$ cat config.mk
export PLATFORM = sky130hd
export DESIGN_NAME = eio_top
export DESIGN_NICKNAME = d
export VERILOG_FILES = /design/src/eio_pkg.sv /design/src/eio_filter.sv /design/src/eio_top.sv
export SDC_FILE = /design/constraint.sdc
export NUM_CORES = 1
export LEC_CHECK = 0
export ABC_AREA = 1
export BUFFER_PORTS_ARGS = -buffer_cell sky130_fd_sc_hd__buf_4
export CAP_MARGIN = 20
export CORE_MARGIN = 2
export CORE_UTILIZATION = 53
export DETAILED_ROUTE_END_ITERATION = 12
export PLACE_DENSITY = 0.8
export REMOVE_ABC_BUFFERS = 1
export SLEW_MARGIN = 0
export SYNTH_ARGS = -nofsm -noshare
export SYNTH_HDL_FRONTEND = slang
export SYNTH_SLANG_ARGS = --single-unit
$ cat constraint.sdc
create_clock -name clk_i -period 2.22 [get_ports clk_i]
set_clock_uncertainty 0.05 [all_clocks]
set_input_delay 0.222 -clock clk_i [delete_from_list [all_inputs] [get_ports clk_i]]
set_output_delay 0.222 -clock clk_i [all_outputs]
set_load 0.1 [all_outputs]
$ cat src/eio_pkg.sv
package eio_pkg;

    // Time base
    localparam int unsigned CLK_HZ       = 10_000_000;
    localparam int unsigned TICK_MS      = 1;
    localparam int unsigned CYC_PER_TICK = CLK_HZ / 1000 * TICK_MS;

    // Filter response time, ms
    localparam logic [8:0] FILT_MIN_MS = 9'd50;
    localparam logic [8:0] FILT_MAX_MS = 9'd500;
    localparam logic [8:0] FILT_RST_MS = 9'd50;

    // End-of-measurement pulse width, ms
    localparam logic [6:0] PULSE_MIN_MS = 7'd1;
    localparam logic [6:0] PULSE_MAX_MS = 7'd100;
    localparam logic [6:0] PULSE_RST_MS = 7'd5;
    localparam logic [6:0] AUTOCAL_MS   = 7'd5;

    // Register byte offsets
    localparam logic [7:0] OFS_CTRL   = 8'h00;
    localparam logic [7:0] OFS_FILT   = 8'h04;
    localparam logic [7:0] OFS_PULSE  = 8'h08;
    localparam logic [7:0] OFS_TEST   = 8'h0C;
    localparam logic [7:0] OFS_STATUS = 8'h10;

    // Scan modes
    localparam logic [1:0] SCAN_OFF  = 2'h0;
    localparam logic [1:0] SCAN_AUTO = 2'h1;
    localparam logic [1:0] SCAN_STEP = 2'h2;

    // Control word, most significant field first; filter_en is bit 0
    typedef struct packed {
        logic [1:0] scan_mode;
        logic       sort_en;
        logic       stats_en;
        logic       memory_en;
        logic       term_scanner;
        logic       test_mode;
        logic       autocal;
        logic       measure_trigger_in_ext;
        logic       eom_pulse;
        logic       measure_trigger_in_off_edge;
        logic       filter_en;
    } eio_ctrl_t;

    localparam eio_ctrl_t CTRL_RST = '0;

    typedef enum logic [1:0] {
        EOM_IDLE  = 2'b00,
        EOM_HOLD  = 2'b01,
        EOM_PULSE = 2'b10
    } eio_eom_state_t;

endpackage : eio_pkg

$ cat src/eio_filter.sv
`timescale 1ns/1ps
`default_nettype none

// Qualifies one input: with filtering on it counts as active only after it
// has stayed active for the whole response time; any drop restarts the count.
module eio_filter (
    input  wire logic       clk_i,
    input  wire logic       rst_i,
    input  wire logic       tick_i,
    input  wire logic       en_i,
    input  wire logic [8:0] limit_i,
    input  wire logic       raw_i,
    output logic            level_o
);
    logic [8:0] cnt_r;
    logic [8:0] cnt_nxt;

    // Saturating millisecond count while the input is held
    always_comb begin
        cnt_nxt = cnt_r;
        if (!raw_i) begin
            cnt_nxt = 9'h000;
        end else if (tick_i && cnt_r < limit_i) begin
            cnt_nxt = cnt_r + 9'h001;
        end
    end

    always_ff @(posedge clk_i) begin
        if (rst_i) begin
            cnt_r <= 9'h000;
        end else begin
            cnt_r <= cnt_nxt;
        end
    end

    assign level_o = raw_i && (!en_i || cnt_r >= limit_i);

endmodule : eio_filter
`default_nettype wire

$ cat src/eio_top.sv
`timescale 1ns/1ps
`default_nettype none

module eio_top #(
    parameter int unsigned MS_CYCLES = eio_pkg::CYC_PER_TICK,
    parameter int unsigned MAX_UNITS = 2
) (
    input  wire logic        clk_i,
    input  wire logic        rst_i,
    input  wire logic        wb_cyc_i,
    input  wire logic        wb_stb_i,
    input  wire logic        wb_we_i,
    input  wire logic [7:0]  wb_adr_i,
    input  wire logic [3:0]  wb_sel_i,
    input  wire logic [31:0] wb_dat_i,
    output logic      [31:0] wb_dat_o,
    output logic             wb_ack_o,
    input  wire logic        measure_trigger_in_i,
    input  wire logic        print_request_in_i,
    input  wire logic        zero_adjust_in_i,
    input  wire logic [7:0]  aux_in_i,
    input  wire logic [1:0]  scanner_units_i,
    input  wire logic        meas_done_i,
    input  wire logic [7:0]  judge_i,
    output logic             end_of_measurement_out_o,
    output logic      [7:0]  judge_out_o,
    output logic             trigger_event_o,
    output logic             print_event_o,
    output logic             zero_adjust_event_o,
    output logic             external_trigger_source_o,
    output logic             scanner_terminal_select_o,
    output logic             memory_enable_o
);
    localparam int TW = $clog2(MS_CYCLES + 1);

    // Byte-lane merge of a write into a register image
    function automatic logic [31:0] wmerge(input logic [31:0] old, input logic [31:0] dat,
                                           input logic [3:0] sel);
        logic [31:0] r;
        r = old;
        for (int b = 0; b < 4; b++) begin
            if (sel[b]) r[8*b +: 8] = dat[8*b +: 8];
        end
        return r;
    endfunction : wmerge

    // Clamp a setting into its legal range
    function automatic logic [8:0] clamp(input logic [8:0] v, input logic [8:0] lo,
                                         input logic [8:0] hi);
        if (v < lo) return lo;
        if (v > hi) return hi;
        return v;
    endfunction : clamp

    // Millisecond tick; a long count, so a parameter lets simulation shorten it
    logic [TW-1:0] tick_cnt_r;
    logic [TW-1:0] tick_cnt_nxt;
    logic          ms_tick;

    assign ms_tick = (tick_cnt_r == TW'(MS_CYCLES - 1));

    always_comb begin
        tick_cnt_nxt = ms_tick ? '0 : tick_cnt_r + TW'(1);
    end

    always_ff @(posedge clk_i) begin
        if (rst_i) begin
            tick_cnt_r <= '0;
        end else begin
            tick_cnt_r <= tick_cnt_nxt;
        end
    end

    // Register file state
    eio_pkg::eio_ctrl_t ctrl_r;
    eio_pkg::eio_ctrl_t ctrl_nxt;
    logic [8:0]         filt_ms_r;
    logic [8:0]         filt_ms_nxt;
    logic [6:0]         pulse_ms_r;
    logic [6:0]         pulse_ms_nxt;
    logic [8:0]         test_r;
    logic [8:0]         test_nxt;
    logic [31:0]        rdat_nxt;
    logic               ack_nxt;
    logic               wr_stb;
    logic [31:0]        status;
    logic [31:0]        wimg;
    logic               measure_trigger_in_lvl;
    logic               print_lvl;
    logic               eom_r;
    logic               ext_src;

    // Classic single cycle: ack one cycle after the strobe, dropped the next
    assign wr_stb = wb_cyc_i && wb_stb_i && wb_we_i && !wb_ack_o;

    // Scan only counts when at least one unit is fitted
    // forced external source
    assign ext_src = ctrl_r.measure_trigger_in_ext ||
                     (ctrl_r.term_scanner && ctrl_r.scan_mode != eio_pkg::SCAN_OFF);

    assign status = {12'h000, aux_in_i, 3'h0, scanner_terminal_select_o, memory_enable_o,
                     ext_src, print_lvl, measure_trigger_in_lvl, eom_r, zero_adjust_in_i,
                     print_request_in_i, measure_trigger_in_i};

    // Register writes, range clamps and terminal interlocks
    always_comb begin
        ctrl_nxt     = ctrl_r;
        filt_ms_nxt  = filt_ms_r;
        pulse_ms_nxt = pulse_ms_r;
        test_nxt     = test_r;
        wimg         = 32'h0000_0000;
        if (wr_stb) begin
            case (wb_adr_i)
                eio_pkg::OFS_CTRL: begin
                    wimg     = wmerge({20'h00000, ctrl_r}, wb_dat_i, wb_sel_i);
                    ctrl_nxt = eio_pkg::eio_ctrl_t'(wimg[11:0]);
                end
                eio_pkg::OFS_FILT: begin
                    wimg        = wmerge({23'h000000, filt_ms_r}, wb_dat_i, wb_sel_i);
                    filt_ms_nxt = (wimg[31:9] != 23'h000000) ? eio_pkg::FILT_MAX_MS :
                                  clamp(wimg[8:0], eio_pkg::FILT_MIN_MS, eio_pkg::FILT_MAX_MS);
                end
                eio_pkg::OFS_PULSE: begin
                    wimg         = wmerge({25'h0000000, pulse_ms_r}, wb_dat_i, wb_sel_i);
                    pulse_ms_nxt = (wimg[31:7] != 25'h0000000) ? eio_pkg::PULSE_MAX_MS :
                                   7'(clamp({2'h0, wimg[6:0]}, {2'h0, eio_pkg::PULSE_MIN_MS},
                                            {2'h0, eio_pkg::PULSE_MAX_MS}));
                end
                eio_pkg::OFS_TEST: begin
                    wimg     = wmerge({23'h000000, test_r}, wb_dat_i, wb_sel_i);
                    test_nxt = wimg[8:0];
                end
                default: begin
                    wimg = 32'h0000_0000;
                end
            endcase
        end
        // No unit fitted, or more than MAX_UNITS: scanner terminals cannot be chosen
        if (scanner_units_i == 2'h0 || 32'(scanner_units_i) > MAX_UNITS) begin
            ctrl_nxt.term_scanner = 1'b0;
        end
        if (ctrl_nxt.stats_en || ctrl_nxt.sort_en) begin
            ctrl_nxt.term_scanner = 1'b0;
        end
        if (ctrl_nxt.term_scanner) begin
            ctrl_nxt.memory_en = 1'b0;
        end
    end

    // Read data and acknowledge; unmapped reads give zero, writes are dropped
    always_comb begin
        ack_nxt  = wb_cyc_i && wb_stb_i && !wb_ack_o;
        rdat_nxt = 32'h0000_0000;
        case (wb_adr_i)
            eio_pkg::OFS_CTRL:   rdat_nxt = {20'h00000, ctrl_r};
            eio_pkg::OFS_FILT:   rdat_nxt = {23'h000000, filt_ms_r};
            eio_pkg::OFS_PULSE:  rdat_nxt = {25'h0000000, pulse_ms_r};
            eio_pkg::OFS_TEST:   rdat_nxt = {23'h000000, test_r};
            eio_pkg::OFS_STATUS: rdat_nxt = status;
            default:             rdat_nxt = 32'h0000_0000;
        endcase
    end

    always_ff @(posedge clk_i) begin
        if (rst_i) begin
            ctrl_r     <= eio_pkg::CTRL_RST;
            filt_ms_r  <= eio_pkg::FILT_RST_MS;
            pulse_ms_r <= eio_pkg::PULSE_RST_MS;
            test_r     <= 9'h000;
            wb_ack_o   <= 1'b0;
            wb_dat_o   <= 32'h0000_0000;
        end else begin
            ctrl_r     <= ctrl_nxt;
            filt_ms_r  <= filt_ms_nxt;
            pulse_ms_r <= pulse_ms_nxt;
            test_r     <= test_nxt;
            wb_ack_o   <= ack_nxt;
            wb_dat_o   <= rdat_nxt;
        end
    end

    eio_filter u_measure_trigger_in_filt (
        .clk_i   (clk_i),
        .rst_i   (rst_i),
        .tick_i  (ms_tick),
        .en_i    (ctrl_r.filter_en),
        .limit_i (filt_ms_r),
        .raw_i   (measure_trigger_in_i),
        .level_o (measure_trigger_in_lvl)
    );

    eio_filter u_print_filt (
        .clk_i   (clk_i),
        .rst_i   (rst_i),
        .tick_i  (ms_tick),
        .en_i    (ctrl_r.filter_en),
        .limit_i (filt_ms_r),
        .raw_i   (print_request_in_i),
        .level_o (print_lvl)
    );

    // Edge detection on the qualified trigger and print levels and the raw zero adjust input
    logic measure_trigger_in_d_r;
    logic print_d_r;
    logic zadj_d_r;
    logic measure_trigger_in_edge;
    logic print_edge;
    logic zadj_edge;

    assign measure_trigger_in_edge  = ctrl_r.measure_trigger_in_off_edge ? (measure_trigger_in_d_r && !measure_trigger_in_lvl) : (!measure_trigger_in_d_r && measure_trigger_in_lvl);
    assign print_edge = !print_d_r && print_lvl;
    assign zadj_edge  = !zadj_d_r && zero_adjust_in_i;

    always_ff @(posedge clk_i) begin
        if (rst_i) begin
            measure_trigger_in_d_r  <= 1'b0;
            print_d_r <= 1'b0;
            zadj_d_r  <= 1'b0;
        end else begin
            measure_trigger_in_d_r  <= measure_trigger_in_lvl;
            print_d_r <= print_lvl;
            zadj_d_r  <= zero_adjust_in_i;
        end
    end

    // Events are suppressed in test mode so the operator can exercise pins
    assign trigger_event_o     = measure_trigger_in_edge && ext_src && !ctrl_r.test_mode;
    assign print_event_o       = print_edge && !ctrl_r.test_mode;
    assign zero_adjust_event_o = zadj_edge && !ctrl_r.test_mode;

    // End-of-measurement shaping
    eio_pkg::eio_eom_state_t eom_st_r;
    eio_pkg::eio_eom_state_t eom_st_nxt;
    logic [6:0]              eom_cnt_r;
    logic [6:0]              eom_cnt_nxt;

    always_comb begin
        eom_st_nxt  = eom_st_r;
        eom_cnt_nxt = eom_cnt_r;
        case (eom_st_r)
            eio_pkg::EOM_HOLD: begin
                if (measure_trigger_in_edge || zadj_edge) begin
                    eom_st_nxt = eio_pkg::EOM_IDLE;
                end
            end
            eio_pkg::EOM_PULSE: begin
                if (ms_tick) begin
                    eom_cnt_nxt = eom_cnt_r - 7'd1;
                    if (eom_cnt_r == 7'd1) begin
                        eom_st_nxt = eio_pkg::EOM_IDLE;
                    end
                end
            end
            default: begin
                eom_st_nxt = eio_pkg::EOM_IDLE;
            end
        endcase
        // A completion restarts the output when the source is external or autocal is set; it wins over a release
        if (meas_done_i) begin
            if (ext_src) begin
                eom_st_nxt  = ctrl_r.eom_pulse ? eio_pkg::EOM_PULSE : eio_pkg::EOM_HOLD;
                eom_cnt_nxt = pulse_ms_r;
            end else if (ctrl_r.autocal) begin
                eom_st_nxt  = eio_pkg::EOM_PULSE;
                eom_cnt_nxt = eio_pkg::AUTOCAL_MS;
            end else begin
                eom_st_nxt  = eio_pkg::EOM_IDLE;
            end
        end
    end

    always_ff @(posedge clk_i) begin
        if (rst_i) begin
            eom_st_r    <= eio_pkg::EOM_IDLE;
            eom_cnt_r   <= 7'd0;
            eom_r       <= 1'b0;
            judge_out_o <= 8'h00;
        end else begin
            eom_st_r  <= eom_st_nxt;
            eom_cnt_r <= eom_cnt_nxt;
            eom_r       <= ctrl_r.test_mode ? test_r[8] : (eom_st_nxt != eio_pkg::EOM_IDLE);
            judge_out_o <= ctrl_r.test_mode ? test_r[7:0] : judge_i;
        end
    end

    assign end_of_measurement_out_o  = eom_r;
    assign external_trigger_source_o = ext_src;
    assign scanner_terminal_select_o = ctrl_r.term_scanner;
    assign memory_enable_o           = ctrl_r.memory_en;

endmodule : eio_top
`default_nettype wire

# Word-level counts from Yosys, hierarchy flattened
# Index checks and enable logic that the tools add are counted.
# Widths: inputs -> output; s select.
# totals
wordCells	165
out_inout_bits	48
reg_bits	123
inputBits	71
# classes
n_lt_le_gt_ge	9
n_reduce_logical	46
n_mux	69
bitwise	2
n_addsub	4
n_eq_ne	8
# op_table
op	n
$mux 8	24
$pmux 20 s5	1
$mux 7	10
$mux 9	5
$reduce_bool 25->1	1
$reduce_bool 23->1	1
$mux 10	2
$add 9x1->9 const B	2
$ge 9x9->1	2
$lt 9x9->1	2
$mux 1	18
$logic_and 1x1->1	17
$eq 8x4->1 const B	2
$mux 2	8
$add 14x1->14 const B	1
$eq 14x14->1 const B	1
$reduce_and 3->1	4
$gt 9x9->1 const B	1
$lt 9x6->1 const B	1
$eq 8x3->1 const B	1
$eq 8x5->1 const B	1
$logic_not 8->1	1
$reduce_or 2->1	4
$eq 7x1->1 const B	1
13 further kinds	27

# Longest topological paths before layout
# Gate-level depths: netlist of run 1.
# logic_depth
depth_word	14
mapped_depth	16
ltp_nobuf	16

# Cells and area by module
# Synthesis of run 1 repeated with hierarchy kept, for this count alone.
# unflattened
cells_unflattened	975
hier_area_um2	6566.3
# modules_own_cells
module	area_each_um2	instances	cells_per_inst	seq_area_each_um2
eio_top	4794.6	1	695	1861.8
eio_filter	885.8	2	140	180.2

# Worst setup path before layout of run 1
# No wires, ideal clock.
# synth_path
path_kind	reg-to-output
startpoint	register filt_ms_r[8]
endpoint	output trigger_event_o
t_arrival_ns	3.543
required_ns	1.948
stages_incl_launch_ff	11
path_slack_ns	-1.595
path_buffers	0
path_cell_list	dfxtp_1 -> inv_1 -> ha_1 -> nand2_1 -> nor2_1 -> inv_1 -> a21oi_1 -> nor2_1 -> nand2_1 -> nand3_1 -> a211oi_1
# synth_via
elab_chain_len	8
word_cells_on_any_way	9
classes_between	1 x order compare; 1 x mux; 7 x reduce/logical
# synth_lines
element	line_no	rtl
from (decl)	eio_top.sv:77	logic [8:0] filt_ms_r;
from (signal assigned)	eio_top.sv:167	filt_ms_r <= eio_pkg::FILT_RST_MS;
from (signal assigned)	eio_top.sv:174	filt_ms_r <= filt_ms_nxt;
$ge 9x9->1 (*)	eio_filter.sv:36	assign level_o = raw_i && (!en_i || cnt_r >= limit_i);
$logic_or 1x1->1 (*)	eio_filter.sv:36	
$logic_and 1x1->1 (*)	eio_filter.sv:36	
$logic_not 1->1	eio_top.sv:210	assign measure_trigger_in_edge = ctrl_r.measure_trigger_in_off_edge ? (measure_trigger_in_d_r && !measure_trig ...
$logic_and 1x1->1	eio_top.sv:210	
$mux 1 (*)	eio_top.sv:210	
$logic_and 1x1->1 (*) (2 in series)	eio_top.sv:227	assign trigger_event_o = measure_trigger_in_edge && ext_src && !ctrl_r.test_mode;
to (decl)	eio_top.sv:27	output logic trigger_event_o,
# Mark *: on every way between the ends. The rest lies on a longest branch, timed or not.

# Worst setup path in the final report of run 1
# layout_path
startpoint	register filt_ms_r[2]
endpoint	output trigger_event_o
# Same word-level chain as after synthesis.

==> results of run 1 <==
[metrics by stage]
stage | cells | power (W) | hold WS [ns] | setup TNS (ns)
after floorplan | 793 | 0.002360 | 0.2344 | -6.314
after global placement | 1072 | 0.002545 | 0.3780 | -0.09576
after detailed placement | 1072 | 0.002549 | 0.3927 | -0.2155
after CTS | 1097 | 0.003871 | 0.004258 | -0.9448
after global routing | 1103 | 0.004006 | 0.002475 | -2.654
final | 1103 | 0.003877 | 0.0007594 | -1.147
[routing by layer]
layer / track usage, % / wire, um
met2: 45.15 / 8011
met4: 14.74 / 799
met3: 5.365 / 1406
met5: 0 / 0
met1: 36.39 / 7062
[cell families (layout without fill, tap and decap cells)]
kind of cell    after synthesis  after routing  synth area share, %
xor+xnor                      7              7                1.062
fa+ha+maj                    25             25                5.419
compound gates              199            199                19.64
other cells                   1             12              0.06497
simple gates                294            294                23.02
flops                       111            111                38.50
mux                           1              1               0.1734
buf+inv                     170            314                12.12
[power by group through the flow]
stage               Combinational (W)  Sequential, W  Clock [W]
finish                       0.000507        0.00202    0.00135
global route                 0.000542        0.00202    0.00144
CTS                          0.000492        0.00202    0.00136
detailed placement           0.000485        0.00206          0
global placement             0.000482        0.00206          0
floorplan                    0.000231        0.00213          0
[cell usage in the layout, fill, tap and decap left out, types with 11 or more instances in the layout]
master,count
inv_2,20
a21oi_1,74
nand2_1,104
buf_6,12
o21ai_0,56
clkbuf_8,11
dfxtp_2,12
nand3_1,20
nor2_1,84
ha_1,11
dfxtp_1,98
nor3_1,16
nand4_1,17
ha_4,14
buf_4,143
conb_1,12
inv_1,119
[registers in the layout, indices dropped and copies added, names as in the netlist, 8 cells and up]
name,cells
ctrl_r,10
filt_ms_r,9
judge_out_o,8
test_r,9
tick_cnt_r,14
u_measure_trigger_in_filt.cnt_r,9
u_print_filt.cnt_r,9
wb_dat_o,20
[layout make-up]
class,count,share of cell area (%)
inverters,144,7.104
well taps,140,2.260
clock inverters,3,0.8718
repair buffers,156,15.85
multi-input cells,538,43.04
flip-flops and latches,111,28.92
clock buffers,11,1.954
[worst max-delay path, cell delays in order, from the launching register on]
cell      delay [ns]
dfxtp_2         0.36
inv_2           0.06
ha_4            0.27
nand2_1         0.06
nand2_1         0.10
nand2_2         0.08
a21oi_4         0.18
nor2_4          0.07
nand2_4         0.10
nand3_4         0.08
a211oi_4        0.28
buf_12          0.21
[final timing paths]
kind	from	end	slack [ns]	depth (start not counted)
worst max-delay path	filt_ms_r[2]	trigger_event_o	-0.28	11
worst min-delay path	aux_in_i[7]	wb_dat_o[19]	0.0008	3
worst max register to register	u_measure_trigger_in_filt.cnt_r[5]	u_measure_trigger_in_filt.cnt_r[4]	-0.17	17
worst min register to register	ctrl_r[9]	wb_dat_o[9]	0.42	2
[timing repair]
item | in CTS | in global routing
setup endpoints to repair | 7 | 21
resized for setup | 69 | 64
buffers inserted | 11 | 10
pin swaps | 30 | 40
==> impl_metrics.py, run 1 <==
metrics = {
    "status": {
        "status": "finished, violations left",
        "violations": "negative setup slack",
    },
    "detailed_routing": {
        "routedWlPerCell_um": 15.67,
        "dr.pass1.iters": 6,
        "vias": 6032,
        "postRouteAntennaNets": 0,
        "routed_via_density": 5.469,
        "drt-total-wl_um": 17280,
        "route.detailed.drc": 0,
        "drtIter0Drc": 594,
    },
    "clocking": {
        "cts_tree": "done",
        "clk_latency_ns": 0.39,
        "cts.htree.levels": 3,
        "clk_path_buf_depth": 2,
        "ctsRootBufferMaster": "clkbuf_8",
        "clk_pin_slew_ns": 0.10,
        "numClockSinks": 111,
        "cts_buffers": 9,
        "ctsHoldBuffers": 0,
    },
    "yosys": {
        "netlist_area_sq_um": 5772,
        "syn-instance-count": 808,
        "ys_seq_area_share_pct": 38.50,
        "ys_warn_count": 0,
        "synth_top_cell_by_area": "dfxtp_1",
        "synth_area_leaders": "dfxtp_1 38%, inv_1 8.7%, nand2_1 7.7%",
        "netlist.area_leader.share_pct": 38.50,
        "ys_ff_latch": 111,
        "synth_commonest_cells": "134 x inv_1, 119 x nand2_1, 111 x dfxtp_1, 90 x nor2_1, 82 x a21oi_1",
        "synth_edf_count": 0,
        "synth.distinct_cells": 50,
        "synth_ff_type": "dfxtp_1",
        "yosysMostFrequentCell": "inv_1",
        "syn_area_per_cell_sq_um": 7.143,
        "async_reset_ff_share_pct": 0,
    },
    "pwr": {
        "leakagePower_nw": 3.392,
        "intPower_w": 0.002853,
        "ir_drop_mv": 0.2877,
        "pwr-share-clk_pct": 34.9,
        "p_comb_share_pct": 13.1,
        "p_seq_share_pct": 52.0,
        "switching_share_pct": 26.41,
        "p_sw_w": 0.001024,
        "p_per_area_nw_per_um2": 500.3,
    },
    "floorplan": {
        "dieArea_sq_um": 11740,
        "chipHeight_um": 108.4,
        "die_width_um": 108.4,
        "ios": 119,
        "start_util_pct": 53.71,
        "coreArea_sq_um": 10750,
        "rows": 38,
    },
    "finish": {
        "area_growth_pct": 34.27,
        "final_cell_area_sq_um": 7750,
        "drive_gt1_share_pct": 29.08,
        "seq_area_sq_um": 2241,
        "fillers": 849,
        "antenna_cells": 0,
        "multi_input_area_sq_um": 3336,
        "fin_nets": 1056,
        "final_core_util_pct": 72.12,
    },
    "grt": {
        "grt_util_all_layers_pct": 28.29,
        "antenna_found_initial": 0,
        "gr-total-overflow": 0,
        "grt_max_degree": 27,
        "first_global_vias": 5479,
        "grt_pass1_wl_um": 25960,
    },
    "setup_path": {
        "start_kind": "flip-flop",
        "crit_path_max_fanout": 2,
        "arrival_ns": 2.22,
        "worstSetupPathType": "reg2out",
        "cp.required_ns": 1.95,
        "cp-end-kind": "output port",
    },
    "sta": {
        "rsz0062_at_grt": "true",
        "max_freq_mhz": 400.7,
        "min_period_ns": 2.496,
        "fin_ws_ns": -0.2759,
        "fin_crit_sh_pct": 112.4,
        "maxSlewViolCount": 0,
        "worst_pin_slew_ns": 0.5420,
        "slew_headroom_pct": 63.73,
        "final_hold_viol_count": 0,
        "finalSetupViolCount": 11,
    },
    "place": {
        "dpl_worst_slack_ns": -0.08559,
        "gp_congestion": 0.9965,
        "hpwl_um": 12180,
        "place_area_sq_um": 6878,
        "io_buffer_count": 106,
    },
    "hold_path": {
        "hp-class": "in2reg",
    },
    "run": {
        "cap_violations": 0,
    },
}
Power figures use the tool's default switching activity.
==> run 2: changes to the inputs <==
==> constraint.sdc (replaced) <==
create_clock -name clk_i -period 2.92 [get_ports clk_i]
set_clock_uncertainty 0.05 [all_clocks]
set_input_delay 0.292 -clock clk_i [delete_from_list [all_inputs] [get_ports clk_i]]
set_output_delay 0.292 -clock clk_i [all_outputs]
set_load 0.1 [all_outputs]
==> run 2 against run 1 <==
Against the previous run: the run now ends clean; via count decreased by 5.7%; worst hold slack improved by 0.059 ns; flip-flop and latch count unchanged; largest cell class unchanged.
==> impl_metrics.py, run 2 (synthesized netlist as in run 1, its figures left out) <==
metrics = {
    "grt": {
        "grt_max_degree": 37,
        "gr-total-overflow": 0,
        "grt_util_all_layers_pct": 26.38,
        "antenna_found_initial": 0,
        "grt_pass1_wl_um": 23890,
        "first_global_vias": 5055,
    },
    "setup_path": {
        "regToRegStartpoint": "filt_ms_r[8]",
        "start_kind": "flip-flop",
        "worstSetupPathType": "reg2out",
        "arrival_ns": 2.46,
        "cp_top_family": "simple AND/OR/NAND/NOR gates",
        "cpPeakStageDelay_ns": 0.35,
        "crit_start": "filt_ms_r[8]",
        "reg2reg_to": "u_print_filt.cnt_r[7]",
        "worstSetupEndpoint": "trigger_event_o",
        "rr_worst_depth": 12,
        "cp.required_ns": 2.58,
        "crit_path_max_fanout": 3,
        "crit_buf_inv": 3,
        "crit_slowest_cell": "dfxtp_2",
        "cp-end-kind": "output port",
        "r2r_setup_slack_ns": 0.63,
        "path_common_cell": "nand2_2",
        "critical_path.cell_chain": "inv_1 -> ha_1 -> nand2_2 -> inv_1 -> a21oi_1 -> nand2_1 -> nor2_2 -> nand2_2 -> nand2_2 -> nand2_1 -> a211oi_2 -> buf_6",
        "cp.depth": 12,
    },
    "floorplan": {
        "dieArea_sq_um": 11740,
        "start_util_pct": 53.71,
        "die_width_um": 108.4,
        "ios": 119,
        "coreArea_sq_um": 10750,
        "chipHeight_um": 108.4,
        "rows": 38,
    },
    "pwr": {
        "leakagePower_nw": 3.126,
        "ir_drop_mv": 0.3888,
        "power.total_w": 0.002970,
        "p_per_area_nw_per_um2": 428.0,
    },
    "status": {
        "status": "finished clean",
    },
    "clocking": {
        "cts_tree": "done",
        "clk_path_buf_depth": 2,
        "numClockSinks": 111,
        "clk_pin_slew_ns": 0.11,
        "clk_latency_ns": 0.40,
        "ctsHoldBuffers": 0,
        "cts_buffers": 9,
        "cts.htree.levels": 3,
        "ctsRootBufferMaster": "clkbuf_8",
    },
    "sta": {
        "worst_pin_slew_ns": 0.5873,
        "slew_headroom_pct": 60.79,
        "maxSlewViolCount": 0,
        "finalSetupViolCount": 0,
        "min_period_ns": 2.805,
        "final_hold_viol_count": 0,
        "fin_crit_sh_pct": 96.07,
        "rsz0062_at_grt": "false",
        "hold_ws_ns": 0.05997,
        "max_freq_mhz": 356.5,
    },
    "detailed_routing": {
        "vias": 5690,
        "dr.pass1.iters": 6,
        "routedWlPerCell_um": 14.34,
        "routed_via_density": 5.373,
        "route.detailed.drc": 0,
        "postRouteAntennaNets": 0,
        "drt-total-wl_um": 15180,
        "drtIter0Drc": 542,
    },
    "finish": {
        "largest-register": "wb_dat_o",
        "drive_gt1_share_pct": 17.52,
        "largest_reg_flops": 20,
        "fin_nets": 1010,
        "antenna_cells": 0,
        "layout_commonest_cell": "inv_1",
        "final_core_util_pct": 64.58,
        "multi_input_area_sq_um": 2934,
        "area_growth_pct": 20.23,
        "final_cell_area_sq_um": 6939,
        "reg_top3": "wb_dat_o x20, tick_cnt_r x14, ctrl_r x10",
        "seq_area_sq_um": 2225,
        "final_cell_mix": "134 x inv_1, 116 x nand2_1, 109 x dfxtp_1, 109 x buf_4, 88 x nor2_1",
        "fillers": 1004,
    },
    "place": {
        "gp_congestion": 1.010,
        "place_area_sq_um": 6660,
        "io_buffer_count": 106,
        "hpwl_um": 11700,
    },
    "run": {
        "cap_violations": 0,
    },
    "hold_path": {
        "hp-class": "in2reg",
    },
}
[run 2: where the power goes]
group	internal [W]	switching, W
clock network	0.000511	0.000558
logic	0.000112	0.000256
registers	0.00153	0.00000637
[run 2: repair_timing]
item,CTS,global route
buffers inserted,0,0
gates resized for setup,1,10
endpoints found under the setup margin,1,1
pin swaps,0,1
cloned,0,0
[run 2: routing by layer]
| metal | share of wire, % | GRT usage, % |
|---|---|---|
| met3 | 8.4 | 4.882 |
| met5 | 0 | 0 |
| met2 | 45 | 42.63 |
| met1 | 44 | 34.72 |
| met4 | 2.3 | 10.90 |
[run 2: through the flow]
step	setup WS (ns)	setup TNS (ns)	instances
after global routing	0.007617	0	1059
after global placement	0.4795	0	1043
after CTS	0.04622	0	1059
after floorplan	-0.9654	-1.640	793
final	0.1147	0	1059
after detailed placement	0.4549	0	1043
[run 2: cell type report]
| class | count | share of cell area [%] |
|---|---|---|
| inverter | 144 | 7.862 |
| clock inverter | 6 | 1.334 |
| tap | 140 | 2.524 |
| clock buffer | 10 | 1.983 |
| sequential | 111 | 32.06 |
| timing repair buffer | 110 | 11.95 |
| multi-input combinational | 538 | 42.28 |
[run 2: worst min-delay path: cells and delay by family]
| family | cells | cell delay [ns] |
|---|---|---|
| buf+inv | 2 | 0.11 |
| simple gates | 1 | 0.08 |
[run 2: how the worst min path moves through the flow]
stage	from	end	slack, ns	cells after the start
after floorplan	rst_i	filt_ms_r[3]	0.30	1
after global placement	tick_cnt_r[0]	tick_cnt_r[0]	0.38	1
after detailed placement	tick_cnt_r[0]	tick_cnt_r[0]	0.39	1
after CTS	aux_in_i[7]	wb_dat_o[19]	0.04	3
after global routing	aux_in_i[7]	wb_dat_o[19]	0.06	3
final	aux_in_i[3]	wb_dat_o[15]	0.06	3
==> run 3: changes to the inputs <==
--- a/config.mk
+++ b/config.mk
@@ -11,9 +11,10 @@
 export CORE_MARGIN = 2
 export CORE_UTILIZATION = 53
 export DETAILED_ROUTE_END_ITERATION = 12
-export PLACE_DENSITY = 0.8
+export PLACE_DENSITY = 0.78
 export REMOVE_ABC_BUFFERS = 1
 export SLEW_MARGIN = 0
 export SYNTH_ARGS = -nofsm -noshare
 export SYNTH_HDL_FRONTEND = slang
+export SYNTH_HIERARCHICAL = 1
 export SYNTH_SLANG_ARGS = --single-unit
==> run 3 against run 2 <==
Against the previous run: sequential share of layout area down 3.6 points; worst setup slack better by 0.0078 ns; critical path depth did not move; die area is 13% higher; register-to-register slack got worse by 0.05 ns; area after synthesis grew 14%; total power rose by 4.9%; largest cell class unchanged; non-clock buffer count increased by 5; core utilization grew 0.29 points; fmax grew 0.28%.
==> impl_metrics.py, run 3 <==
metrics = {
    "finish": {
        "reg_top3": "wb_dat_o x20, tick_cnt_r x14, ctrl_r x10",
        "drive_gt1_share_pct": 19.87,
        "fin_nets": 1178,
        "largest_reg_flops": 20,
        "final_cell_mix": "214 x nand2_1, 144 x inv_1, 124 x nor2_1",
        "largest-register": "wb_dat_o",
        "layout_commonest_cell": "nand2_1",
        "antenna_cells": 0,
        "fillers": 1085,
        "area_growth_pct": 19.15,
        "layout.cells.non_filler": 1255,
    },
    "floorplan": {
        "rows": 40,
        "dieArea_sq_um": 13300,
        "coreArea_sq_um": 12060,
        "die_width_um": 115.3,
        "ios": 119,
        "chipHeight_um": 115.3,
        "start_util_pct": 54.44,
    },
    "sta": {
        "finalSetupViolCount": 0,
        "slew_headroom_pct": 54.96,
        "maxSlewViolCount": 0,
        "max_freq_mhz": 357.5,
        "worst_pin_slew_ns": 0.6747,
        "hold_ws_ns": 0.1132,
        "fin_ws_ns": 0.1225,
        "fin_crit_sh_pct": 95.80,
        "final_hold_viol_count": 0,
        "rsz0062_at_grt": "true",
        "min_period_ns": 2.797,
        "tns_ns": 0,
    },
    "yosys": {
        "yosysMostFrequentCell": "nand2_1",
        "synth_area_leaders": "dfxtp_1 34%, nand2_1 12%, inv_1 8.3%",
        "ys_seq_area_share_pct": 33.84,
        "ys_ff_latch": 111,
        "syn_area_per_cell_sq_um": 6.735,
        "synth_top_cell_by_area": "dfxtp_1",
        "synth_commonest_cells": "215 x nand2_1, 146 x inv_1, 125 x nor2_1, 111 x dfxtp_1, 70 x a21oi_1",
        "synth_ff_type": "dfxtp_1",
        "synth_edf_count": 0,
        "ys_warn_count": 6,
        "netlist_area_sq_um": 6566,
        "netlist.area_leader.share_pct": 33.84,
        "syn-instance-count": 975,
        "async_reset_ff_share_pct": 0,
        "synth.distinct_cells": 45,
    },
    "setup_path": {
        "start_kind": "flip-flop",
        "arrival_ns": 2.46,
        "cp-end-kind": "output port",
        "crit_path_max_fanout": 6,
        "cp.required_ns": 2.58,
        "worstSetupPathType": "reg2out",
    },
    "hold_path": {
        "hp-class": "in2reg",
    },
    "place": {
        "dp.cells": 1235,
        "hpwl_um": 12150,
        "io_buffer_count": 106,
        "gp_congestion": 0.9380,
        "dpl_worst_slack_ns": 0.3785,
    },
    "detailed_routing": {
        "drtIter0Drc": 510,
        "vias": 6310,
        "drt-total-wl_um": 15950,
        "routed_via_density": 5.028,
        "postRouteAntennaNets": 0,
        "route.detailed.drc": 0,
        "dr.pass1.iters": 5,
        "routedWlPerCell_um": 12.71,
    },
    "pwr": {
        "intPower_w": 0.002270,
        "p_comb_share_pct": 12.3,
        "p_per_area_nw_per_um2": 398.1,
        "ir_drop_mv": 0.2843,
        "pwr-share-clk_pct": 38.6,
        "leakagePower_nw": 3.534,
        "p_seq_share_pct": 49.1,
        "switching_share_pct": 27.11,
        "power.total_w": 0.003115,
        "p_sw_w": 0.0008446,
    },
    "grt": {
        "first_global_vias": 5556,
        "antenna_found_initial": 0,
        "grt_max_degree": 47,
        "grt_pass1_wl_um": 25880,
        "grt_util_all_layers_pct": 24.40,
        "gr-total-overflow": 0,
    },
    "clocking": {
        "clk_pin_slew_ns": 0.07,
        "clk_latency_ns": 0.36,
        "cts_buffers": 9,
        "ctsRootBufferMaster": "clkbuf_16",
        "ctsHoldBuffers": 0,
        "cts_tree": "done",
        "cts.htree.levels": 3,
        "clk_path_buf_depth": 2,
        "numClockSinks": 111,
    },
    "run": {
        "cap_violations": 0,
    },
    "status": {
        "status": "finished clean",
    },
}
run 3: cell count changes after synthesis, moves of 7 or more:
cell	delta
a21oi_1	-12
inv_1	+12
nand2_1	+96
nand2_2	+7
nand3_1	+20
nand3_2	+21
nor2_1	+35
nor2_4	+8
o21ai_0	-11
run 3: cell families after synthesis:
logic type | Yosys count | share of synthesized area [%]
xor gates and xnor gates | 8 | 1.067
other | 1 | 0.05711
and+or+nand+nor | 485 | 35.46
adders and majority gates | 25 | 4.764
buffers and inverters | 187 | 12.02
AOI/OAI and AO/OA | 158 | 12.79
DFF | 111 | 33.84
run 3: layer usage:
layer  global-route usage, %  wire length (um)  vias to the layer above
met5                       0                 0                        -
met4                   8.112               276                        0
met3                   5.166               923                       26
met2                   39.81              7420                      192
met1                   32.18              7327                     2790
li1                        -                 -                     3302
run 3: worst paths after layout:
| check | from | to | slack (ns) | cells past startpoint |
|---|---|---|---|---|
| min reg2reg | tick_cnt_r[0] | tick_cnt_r[0] | 0.40 | 1 |
| min | aux_in_i[2] | wb_dat_o[14] | 0.11 | 3 |
| max | filt_ms_r[7] | print_event_o | 0.12 | 12 |
| max reg2reg | tick_cnt_r[0] | u_measure_trigger_in_filt/cnt_r[8] | 0.58 | 13 |
run 3: layout make-up:
cell class	count	area, sq um	area share [%]
tap	168	210.2	2.687
sequential	111	2227	28.47
clock buffer	12	256.5	3.278
timing repair buffer	115	870.8	11.13
clock inverter	4	27.53	0.3518
multi-input combinational	688	3637	46.49
inverter	157	594.3	7.596
run 3: stage by stage:
step	util (%)	cell area (sq um)
floorplan	-	6412
CTS	64.29	7755
finish	64.87	7824
global route	64.87	7824
detailed placement	61.87	7462
global placement	61.87	7462
run 3: critical path, stage by stage, from the launching register on:
cell	delay (ns)
dfxtp_1	0.33
buf_4	0.14
inv_1	0.05
ha_1	0.28
nand2_2	0.07
nor2_4	0.19
nand3_2	0.11
nand2_2	0.08
nor2_2	0.04
a31oi_1	0.22
inv_1	0.13
nor3_1	0.19
buf_6	0.26
run 3: timing repair:
action                                  CTS  global route
pin swaps                                 0             5
resized for setup                         2            12
endpoints found under the setup margin    1             2
setup buffers                             0             4
run 3: power by group through the flow:
stage / Clock, W / Sequential [W] / Combinational, W
6_report: 0.00120 / 0.00153 / 0.000383
4_1_cts: 0.00122 / 0.00153 / 0.000380
3_5_place_dp: 0 / 0.00157 / 0.000379
2_1_floorplan: 0 / 0.00161 / 0.000189
3_3_place_gp: 0 / 0.00157 / 0.000376
5_1_grt: 0.00128 / 0.00153 / 0.000411
